## config.mk

```make
export PLATFORM = sky130hd
export DESIGN_NAME = bcs_charger
export DESIGN_NICKNAME = d
export VERILOG_FILES = /design/src/common/bcs_pkg.sv /design/src/core/bcs_charger.sv /design/src/core/bcs_sync.sv
export SDC_FILE = /design/constraint.sdc
export NUM_CORES = 1
export LEC_CHECK = 0
export ABC_AREA = 1
export BUFFER_PORTS_ARGS = -buffer_cell sky130_fd_sc_hd__buf_2
export CORE_UTILIZATION = 44
export CTS_CLUSTER_DIAMETER = 30
export DETAILED_ROUTE_END_ITERATION = 10
export HOLD_SLACK_MARGIN = 0.05
export MAX_ROUTING_LAYER = met4
export PLACE_DENSITY = 0.61
export SLEW_MARGIN = 20
export SYNTH_ARGS = -nofsm -noshare
export SYNTH_HDL_FRONTEND = slang
export SYNTH_SLANG_ARGS = --single-unit
export TNS_END_PERCENT = 10
```

## constraint.sdc

```tcl
create_clock -name pclk -period 3.5 [get_ports pclk]
set_input_delay 1.05 -clock pclk [delete_from_list [all_inputs] [get_ports pclk]]
set_output_delay 1.05 -clock pclk [all_outputs]
set_load 0.05 [all_outputs]
```

## src/common/bcs_pkg.sv

```systemverilog
// Shared constants and types for the battery charge sequencer.
// Assumes a 100 MHz pclk and converter codes scaled 1 LSB = 1 mV.
package bcs_pkg;
   localparam int unsigned CLK_HZ         = 100_000_000;
   localparam int unsigned SOFT_START_MIN = 5;
   localparam int unsigned QUAL_MIN       = 1;
   localparam int unsigned FAST_PWM_HZ    = 250;
   localparam int unsigned SLOW_PWM_DHZ   = 1;   // 0.1 Hz, in tenths of Hz
   localparam int unsigned PWM_STEPS      = 256;

   localparam logic [39:0] SOFT_CYC =
      40'(SOFT_START_MIN * 60) * 40'(CLK_HZ);
   localparam logic [39:0] QUAL_CYC =
      40'(QUAL_MIN * 60) * 40'(CLK_HZ);
   localparam logic [31:0] FAST_STEP_CYC =
      32'(CLK_HZ / (FAST_PWM_HZ * PWM_STEPS));
   localparam logic [31:0] SLOW_STEP_CYC =
      32'((64'(CLK_HZ) * 64'd10) / (64'(SLOW_PWM_DHZ) * 64'(PWM_STEPS)));

   // Thresholds in millivolts
   localparam logic [11:0] MV_MAX_NI     = 12'hbc9;  // 3017
   localparam logic [11:0] MV_GOOD       = 12'h4b0;  // 1200
   localparam logic [11:0] MV_PRESENT    = 12'h3e8;  // 1000
   localparam logic [11:0] MV_DISCHARGED = 12'h6a4;  // 1700
   localparam logic [11:0] MV_LI_41      = 12'ha73;  // 2675
   localparam logic [11:0] MV_LI_42      = 12'hab4;  // 2740
   localparam logic [11:0] MV_RESTART    = 12'h869;  // 2153
   localparam logic [11:0] MV_CS_LOW_I   = 12'h8fc;  // 2300
   localparam logic [11:0] MV_NDV_NICD   = 12'h032;  // 50
   localparam logic [11:0] MV_NDV_NIMH   = 12'h011;  // 17

   localparam logic [8:0]  DUTY_FULL  = 9'h100;
   localparam logic [8:0]  DUTY_FIFTH = 9'h033;
   localparam logic [8:0]  DUTY_MAINT = 9'h008;
   localparam logic [8:0]  DUTY_OFF   = 9'h000;

   localparam logic [11:0] ADDR_CTRL   = 12'h000;
   localparam logic [11:0] ADDR_STATUS = 12'h004;
   localparam logic [11:0] ADDR_ERR    = 12'h008;
   localparam logic [11:0] ADDR_LEVEL  = 12'h00c;
   localparam logic [1:0]  CTRL_RST    = 2'h3;
   localparam int          CTRL_EN_BIT   = 0;
   localparam int          CTRL_TEMP_BIT = 1;
   localparam int          ERR_OVERV = 0;
   localparam int          ERR_BAD   = 1;
   localparam int          ERR_TEMP  = 2;
   localparam logic [7:0]  SYNC_RST  = 8'h00;

   typedef enum logic [10:0] {
      ST_IDLE = 11'h001, ST_DISCH = 11'h002, ST_SOFT = 11'h004,
      ST_FAST = 11'h008, ST_TOPUP = 11'h010, ST_MAINT = 11'h020,
      ST_QUAL = 11'h040, ST_LCC   = 11'h080, ST_LCV   = 11'h100,
      ST_DONE = 11'h200, ST_ERR   = 11'h400
   } bcs_state_type;

   typedef enum logic [1:0] {
      LVL_LOW = 2'h0, LVL_HIGH = 2'h1, LVL_FLOAT = 2'h2
   } bcs_level_type;
endpackage

```

## src/core/bcs_charger.sv

```systemverilog
// Charge sequencer for nickel and lithium packs with an APB register port.
// Assumes cell and current codes in mV arrive on pclk from a converter.
`timescale 1ns/1ps
module bcs_charger #(
   parameter logic [39:0] SOFT_CYC_P      = bcs_pkg::SOFT_CYC,
   parameter logic [39:0] QUAL_CYC_P      = bcs_pkg::QUAL_CYC,
   parameter logic [31:0] SLOW_STEP_CYC_P = bcs_pkg::SLOW_STEP_CYC
) (
   input  wire logic        pclk,
   input  wire logic        presetn,
   input  wire logic [11:0] paddr,
   input  wire logic        psel,
   input  wire logic        penable,
   input  wire logic        pwrite,
   input  wire logic [31:0] pwdata,
   output logic      [31:0] prdata,
   output logic             pready,
   output logic             pslverr,
   input  wire logic        discharge_maint_select_pd,
   input  wire logic        discharge_maint_select_pu,
   input  wire logic        chemistry_select_pd,
   input  wire logic        chemistry_select_pu,
   input  wire logic        supply_or_cell_select,
   input  wire logic        timeout_rc_select,
   input  wire logic        temp_over,
   input  wire logic        temp_in_window,
   input  wire logic [11:0] cell_voltage_sense,
   input  wire logic [11:0] current_sense,
   output logic             pwm_out,
   output logic             discharge_drive
);
   import bcs_pkg::*;

   logic [7:0]    pin_s;
   logic          dm_pd_s, dm_pu_s, ch_pd_s, ch_pu_s;
   logic          supply_or_cell_select_s, rc_done_s, t_over_s, t_win_s;
   bcs_level_type dm_lvl, chem_lvl;
   logic          is_li, fast_rate, present, temp_ok, soft_done, qual_done;
   logic          ndv_hit, release_err, acc, setup;
   logic [11:0]   cel_r, cs_r, peak_r, li_target, ndv_lim;
   logic [39:0]   timer_r;
   logic [31:0]   pre_r, step;
   logic [7:0]    phase_r;
   logic [8:0]    duty;
   logic [1:0]    ctrl_r;
   logic [2:0]    err_flags_r, err_set;
   logic          temp_err_r;
   logic [31:0]   prdata_r;
   bcs_state_type state_r, state_nxt;

   bcs_sync #(.W(8)) u_sync (
      .pclk     (pclk),
      .presetn  (presetn),
      .async_in ({temp_in_window, temp_over, timeout_rc_select,
                  supply_or_cell_select, chemistry_select_pu,
                  chemistry_select_pd, discharge_maint_select_pu,
                  discharge_maint_select_pd}),
      .sync_out (pin_s)
   );

   assign {t_win_s, t_over_s, rc_done_s, supply_or_cell_select_s,
           ch_pu_s, ch_pd_s, dm_pu_s, dm_pd_s} = pin_s;

   // Pin is probed with a weak pull-down and a weak pull-up in turn
   function automatic bcs_level_type resolve(input logic pd, input logic pu);
      if (pd && pu) begin
         return LVL_HIGH;
      end else if (!pd && !pu) begin
         return LVL_LOW;
      end else begin
         return LVL_FLOAT;
      end
   endfunction

   assign dm_lvl    = resolve(dm_pd_s, dm_pu_s);
   assign chem_lvl  = resolve(ch_pd_s, ch_pu_s);
   assign is_li     = (chem_lvl == LVL_FLOAT);
   assign fast_rate = is_li | supply_or_cell_select_s;
   assign li_target = supply_or_cell_select_s ? MV_LI_42 : MV_LI_41;
   assign ndv_lim   = (chem_lvl == LVL_HIGH) ? MV_NDV_NIMH
                                             : MV_NDV_NICD;
   assign present   = (cel_r >= MV_PRESENT);
   assign temp_ok   = !ctrl_r[CTRL_TEMP_BIT] | t_win_s;
   assign soft_done = (timer_r >= SOFT_CYC_P - 40'd1);
   assign qual_done = (timer_r >= QUAL_CYC_P - 40'd1);
   assign ndv_hit   = (peak_r > cel_r) && ((peak_r - cel_r) >= ndv_lim);
   // A window flag alone is not enough: over-temperature must have cleared
   assign release_err = !present
                        || (temp_err_r && temp_ok && !t_over_s);

   // Converter codes are sampled so all comparisons see one value per edge
   always_ff @(posedge pclk or negedge presetn) begin
      if (!presetn) begin
         cel_r <= 12'h000;
         cs_r  <= 12'h000;
      end else begin
         cel_r <= cell_voltage_sense;
         cs_r  <= current_sense;
      end
   end

   always_comb begin
      state_nxt = state_r;
      err_set   = 3'h0;
      case (state_r)
         ST_IDLE: begin
            if (present && ctrl_r[CTRL_EN_BIT] && temp_ok) begin
               if (is_li) begin
                  state_nxt = ST_QUAL;
               end else if (dm_lvl == LVL_LOW) begin
                  state_nxt = ST_MAINT;
               end else if (dm_lvl == LVL_FLOAT) begin
                  state_nxt = ST_DISCH;
               end else begin
                  state_nxt = ST_SOFT;
               end
            end
         end
         ST_DISCH: begin
            if (cel_r < MV_DISCHARGED) begin
               state_nxt = ST_SOFT;
            end
         end
         ST_SOFT: begin
            if (cel_r > MV_MAX_NI) begin
               state_nxt = ST_ERR;
               err_set[ERR_OVERV] = 1'b1;
            end else if (soft_done) begin
               if (cel_r < MV_GOOD) begin
                  state_nxt = ST_ERR;
                  err_set[ERR_BAD] = 1'b1;
               end else begin
                  state_nxt = ST_FAST;
               end
            end
         end
         ST_FAST: begin
            if (t_over_s) begin
               state_nxt = ST_ERR;
               err_set[ERR_TEMP] = 1'b1;
            end else if (cel_r > MV_MAX_NI) begin
               state_nxt = ST_ERR;
               err_set[ERR_OVERV] = 1'b1;
            end else if (ndv_hit) begin
               state_nxt = ST_TOPUP;
            end
         end
         ST_TOPUP: begin
            if (rc_done_s) begin
               state_nxt = ST_MAINT;
            end
         end
         ST_QUAL: begin
            if (qual_done) begin
               if (cel_r < MV_GOOD) begin
                  state_nxt = ST_ERR;
                  err_set[ERR_BAD] = 1'b1;
               end else begin
                  state_nxt = ST_LCC;
               end
            end
         end
         ST_LCC: begin
            if (t_over_s) begin
               state_nxt = ST_ERR;
               err_set[ERR_TEMP] = 1'b1;
            end else if (cel_r >= li_target) begin
               state_nxt = ST_LCV;
            end
         end
         ST_LCV: begin
            if (t_over_s) begin
               state_nxt = ST_ERR;
               err_set[ERR_TEMP] = 1'b1;
            end else if (cs_r >= MV_CS_LOW_I) begin
               state_nxt = (dm_lvl == LVL_FLOAT) ? ST_DONE : ST_MAINT;
            end
         end
         ST_MAINT: begin
            if (is_li && dm_lvl == LVL_LOW && cel_r < MV_RESTART) begin
               state_nxt = ST_LCC;
            end
         end
         ST_DONE: begin
            if (is_li && dm_lvl == LVL_FLOAT && cel_r < MV_RESTART) begin
               state_nxt = ST_LCC;
            end
         end
         ST_ERR: begin
            if (release_err) begin
               state_nxt = ST_IDLE;
            end
         end
         default: begin
            state_nxt = ST_IDLE;
         end
      endcase
      // Removal wins over every phase decision; in the error hold it acts through release_err
      if (!present && state_r != ST_ERR && state_r != ST_IDLE) begin
         state_nxt = ST_IDLE;
         err_set   = 3'h0;
      end
   end

   always_ff @(posedge pclk or negedge presetn) begin
      if (!presetn) begin
         state_r <= ST_IDLE;
      end else begin
         state_r <= state_nxt;
      end
   end

   always_ff @(posedge pclk or negedge presetn) begin
      if (!presetn) begin
         timer_r <= 40'h0;
      end else if (state_nxt != state_r) begin
         timer_r <= 40'h0;
      end else if (timer_r != 40'hff_ffff_ffff) begin
         timer_r <= timer_r + 40'h1;
      end
   end

   always_ff @(posedge pclk or negedge presetn) begin
      if (!presetn) begin
         peak_r <= 12'h000;
      end else if (state_r != ST_FAST || cel_r > peak_r) begin
         peak_r <= cel_r;
      end
   end

   always_ff @(posedge pclk or negedge presetn) begin
      if (!presetn) begin
         temp_err_r <= 1'b0;
      end else if (state_r != ST_ERR) begin
         temp_err_r <= err_set[ERR_TEMP];
      end
   end

   // Duty in 1/256 steps; constant-voltage phase gates on cell level
   always_comb begin
      case (state_r)
         ST_FAST, ST_LCC: duty = DUTY_FULL;
         ST_LCV:  duty = (cel_r < li_target) ? DUTY_FULL : DUTY_OFF;
         ST_SOFT, ST_TOPUP, ST_QUAL: duty = DUTY_FIFTH;
         ST_MAINT: duty = DUTY_MAINT;
         default: duty = DUTY_OFF;
      endcase
   end

   assign step = fast_rate ? FAST_STEP_CYC : SLOW_STEP_CYC_P;

   always_ff @(posedge pclk or negedge presetn) begin
      if (!presetn) begin
         pre_r   <= 32'h0;
         phase_r <= 8'h00;
      end else if (pre_r >= step - 32'h1) begin
         pre_r   <= 32'h0;
         phase_r <= phase_r + 8'h01;
      end else begin
         pre_r   <= pre_r + 32'h1;
      end
   end

   always_ff @(posedge pclk or negedge presetn) begin
      if (!presetn) begin
         pwm_out         <= 1'b0;
         discharge_drive <= 1'b0;
      end else begin
         pwm_out         <= ({1'b0, phase_r} < duty);
         discharge_drive <= (state_r == ST_DISCH);
      end
   end

   // APB slave, zero wait states
   assign setup   = psel && !penable;
   assign acc     = psel && penable;
   assign pready  = 1'b1;
   assign pslverr = acc && paddr != ADDR_CTRL && paddr != ADDR_STATUS
                    && paddr != ADDR_ERR && paddr != ADDR_LEVEL;
   assign prdata  = prdata_r;

   always_ff @(posedge pclk or negedge presetn) begin
      if (!presetn) begin
         ctrl_r <= CTRL_RST;
      end else if (acc && pwrite && paddr == ADDR_CTRL) begin
         ctrl_r <= pwdata[1:0];
      end
   end

   // Hardware set wins over a same-cycle write-one-to-clear
   always_ff @(posedge pclk or negedge presetn) begin
      if (!presetn) begin
         err_flags_r <= 3'h0;
      end else if (acc && pwrite && paddr == ADDR_ERR) begin
         err_flags_r <= (err_flags_r & ~pwdata[2:0]) | err_set;
      end else begin
         err_flags_r <= err_flags_r | err_set;
      end
   end

   always_ff @(posedge pclk or negedge presetn) begin
      if (!presetn) begin
         prdata_r <= 32'h0;
      end else if (setup && !pwrite) begin
         case (paddr)
            ADDR_CTRL:   prdata_r <= {30'h0, ctrl_r};
            ADDR_STATUS: prdata_r <= {15'h0, chem_lvl, dm_lvl,
                                      supply_or_cell_select_s, fast_rate, 11'h0} |
                                     {21'h0, state_r};
            ADDR_ERR:    prdata_r <= {29'h0, err_flags_r};
            ADDR_LEVEL:  prdata_r <= {4'h0, cs_r, 4'h0, cel_r};
            default:     prdata_r <= 32'h0;
         endcase
      end
   end
endmodule

```

## src/core/bcs_sync.sv

```systemverilog
// Three-stage synchroniser for pin inputs, with agreement filter.
// Assumes inputs are static levels; output moves when stages 2 and 3 agree.
`timescale 1ns/1ps
module bcs_sync #(
   parameter int W = 8
) (
   input  wire logic         pclk,
   input  wire logic         presetn,
   input  wire logic [W-1:0] async_in,
   output logic      [W-1:0] sync_out
);
   import bcs_pkg::*;
   logic [W-1:0] s1_r;
   logic [W-1:0] s2_r;
   logic [W-1:0] s3_r;

   always_ff @(posedge pclk or negedge presetn) begin
      if (!presetn) begin
         s1_r <= W'(SYNC_RST);
         s2_r <= W'(SYNC_RST);
         s3_r <= W'(SYNC_RST);
      end else begin
         s1_r <= async_in;
         s2_r <= s1_r;
         s3_r <= s2_r;
      end
   end

   // First stage feeds only the second; filter looks at stages 2 and 3
   always_ff @(posedge pclk or negedge presetn) begin
      if (!presetn) begin
         sync_out <= W'(SYNC_RST);
      end else begin
         sync_out <= (s2_r & s3_r) | (sync_out & (s2_r ^ s3_r));
      end
   end
endmodule
```

==> flow_summary.toml <==
[outcome]
outcome = "finished clean"

[timing]
tightest_slew_ns = 0.721
fin_skew_ns = 0.0213
setup_tns_ns = 0
final_hold_viol_count = 0
fin_crit_ns = 3.22
finalWorstSetupSlack_ns = 0.277
finalSetupViolCount = 0
finalCritPeriodShare_pct = 92.1
slew-limit-headroom_pct = 51.9
slew_violations = 0
fmax_mhz = 310

[yosys]
ys.flop_type = "dfrtp_1"
yosysUniqueCellTypes = 47
avgSynthCellArea_um2 = 7.81
synth_area_leaders = "dfrtp_1, nand2_1, inv_1, ha_1, nor2_1"
synth-async-reset-ratio_pct = 100
syn_area_um2 = 11500
synth_most_common_cell = "nand2_1"
synth_top_area_share_pct = 41.8
yosys_warnings = 0
synth_seq_cells = 195
ys_seq_area_share_pct = 42.5
synth_common_cells = "nand2_1, inv_1, dfrtp_1"
synth_enable_flop_cells = 0
netlist_instances = 1471
yosysTopAreaCell = "dfrtp_1"

[pwr]
cellPowerDensity_nw_per_um2 = 435
power_uw = 5740
p_leak_uw = 0.00652
ir_worst_vdd_uv = 266

[placement]
pre_cts_slack_ns = 0.164
io_buffers = 82
dpl.hpwl_mm = 21.6
place_congestion = 0.966

[global_routing]
antenna_found_initial = 0
gr-total-overflow = 0
grt_pass1_vias = 9376
grt_max_degree = 81
grt_pass1_wl_mm = 46.4
grt_usage_pct = 22.8

[die]
coreArea_um2 = 25400
row_count = 58
start_util_pct = 45.2
die_area_um2 = 26700
ios = 117
die_h_um = 164
die_width_um = 164

[setup_path]
crit_top_cell = "nand2_1"
endpoint_kind = "flip-flop"
worstPathArrival_ns = 3.61
worstSetupPathType = "reg2reg"
slowest_delay_ns = 0.48
startpoint_type = "flip-flop"
crit_path_max_fanout = 10
reg2reg_depth = 21
cp_data_required_time_ns = 3.89
slowest_stage = "fa_1"
path_cells = "ha_2 -> fa_1 -> inv_1 -> ha_1 -> a21boi_0 -> nor2_1 -> nand3_1 -> nand2_1 -> nand2_1 -> nor2_1 -> nand3_2 -> nand2_2 -> nand2_1 -> nand2_1 -> nand3_1 -> nand2_1 -> nand2_1 -> nor2_2 -> nand3_4 -> buf_6 -> nor2_4"

[detailed_routing]
antenna_left = 0
drtIter0Drc = 632
vias = 9883
avgViaCountPerCell = 5.11
post_drt_wl_per_cell_um = 15.0
drtPass1Iterations = 5
drc = 0
wl_mm = 28.9

[clock_network]
numCtsBuffers = 17
root_buffer = "clkbuf_16"
htreeDepth = 4
cts_buffer_depth = 2
clkSinkCount = 195
clkTransAtPathRegs_ns = 0.09
cts-hold-fix-buffers = 0
cts_tree = "done"
clock_latency_ns = 0.45

[finish]
finalNetCount = 1726
syn2layout_area_growth_pct = 15.1
diodes = 0
drive_above_1_share_pct = 15.8

[flow_run]
drv_cap = 0

[worst_hold_path]
hold_class = "reg2reg"
whs_path_depth = 0
==> registers in the layout, summed over array words and instances, names as in the netlist <==
signal / count
prdata: 28
peak_r: 12
pwm_out: 1
state_r: 11
u_sync.s2_r: 8
err_flags_r: 3
u_sync.s1_r: 8
pre_r: 32
u_sync.sync_out: 8
temp_err_r: 1
u_sync.s3_r: 8
ctrl_r: 2
timer_r: 40
cs_r: 12
discharge_drive: 1
phase_r: 8
cel_r: 12
==> layout by cell type (no fill, tap or decap), drive strengths merged, types with 2 or more instances in the layout <==
cell and n:
inv 220, nand4 40, nor3 49, a31oi 2
conb 14, a21oi 53, and3 3, xor2 37
dfrtp 192, o21a 2, nor3b 6, buf 112
o221ai 2, ha 53, o21ai 51, xnor2 10
clkbuf 21, a21o 8, nand3 100, o22ai 10
nor2 211, a21boi 5, clkinv 5, nor4 8
nand3b 6, o211ai 5, or2 4, o2111ai 3
a22o 13, nand2 350, dfstp 3
==> what timing repair did <==
| action | in CTS | in global routing |
|---|---|---|
| setup buffers | 0 | 3 |
| endpoints found under the setup margin | 0 | 40 |
| gates resized for setup | 0 | 10 |
| hold endpoints to repair | 0 | 0 |
==> critical path, delay by kind of cell, from the launching register on <==
| kind | cells | cell delay, ns |
|---|---|---|
| simple gates | 15 | 1.40 |
| flops | 1 | 0.40 |
| buf+inv | 2 | 0.28 |
| compound gates | 1 | 0.12 |
| fa+ha+maj | 3 | 0.95 |
==> where the power goes <==
group          switching, uW  internal [uW]  total [uW]
Sequential               115           2390        2500
Clock                   1050            991        2040
Combinational            744            454        1200
Total                   1910           3830        5740
==> final cells by class <==
type | count | area [um^2]
clock buffers | 17 | 425
clock inverters | 15 | 194
fillers | 2467 | 12200
inverters | 210 | 788
multi-input cells | 1051 | 5730
flip-flops and latches | 195 | 4880
well taps | 330 | 413
repair buffers | 116 | 776
==> per-stage QoR <==
step / cells / utilization, % / area (um^2) / hold slack [ns]
after global placement: 1893 / 48.9 / 12400 / 0.335
after global routing: 1934 / 52.0 / 13200 / 0.340
after floorplan: 1483 / - / 11500 / 0.331
after detailed placement: 1893 / 48.9 / 12400 / 0.335
after CTS: 1925 / 51.3 / 13000 / 0.340
final: 1934 / 52.0 / 13200 / 0.336
==> path summary, 6_finish.rpt <==
path	to	slack [ns]	start
max	timer_r[19]	0.28	cel_r[0]
min	u_sync.s2_r[7]	0.34	u_sync.s1_r[7]
max reg2reg	timer_r[19]	0.28	cel_r[0]
min reg2reg	u_sync.s2_r[7]	0.34	u_sync.s1_r[7]
max in group asynchronous	u_sync.sync_out[7]	2.10	presetn
min in group asynchronous	prdata[3]	0.64	presetn
==> cell families (layout without fill, tap and decap cells) <==
| group | after synthesis | count (layout) | synth area share, % |
|---|---|---|---|
| AOI/OAI and AO/OA | 158 | 158 | 8.23 |
| DFF | 195 | 195 | 42.5 |
| buffers and inverters | 237 | 358 | 8.34 |
| xor gates and xnor gates | 47 | 47 | 3.59 |
| and+or+nand+nor | 778 | 778 | 31.3 |
| adders and majority gates | 54 | 54 | 5.95 |
| other | 2 | 14 | 0.0654 |
==> layer usage <==
metal	share of wire [%]	global-route usage, %	routed length (um)
met1	47	30.0	13700
met2	46	35.7	13200
met3	4.5	3.66	1300
met4	2.6	7.49	752
met5	0	-	0
Note: power is estimated with default switching activity, not from simulation.
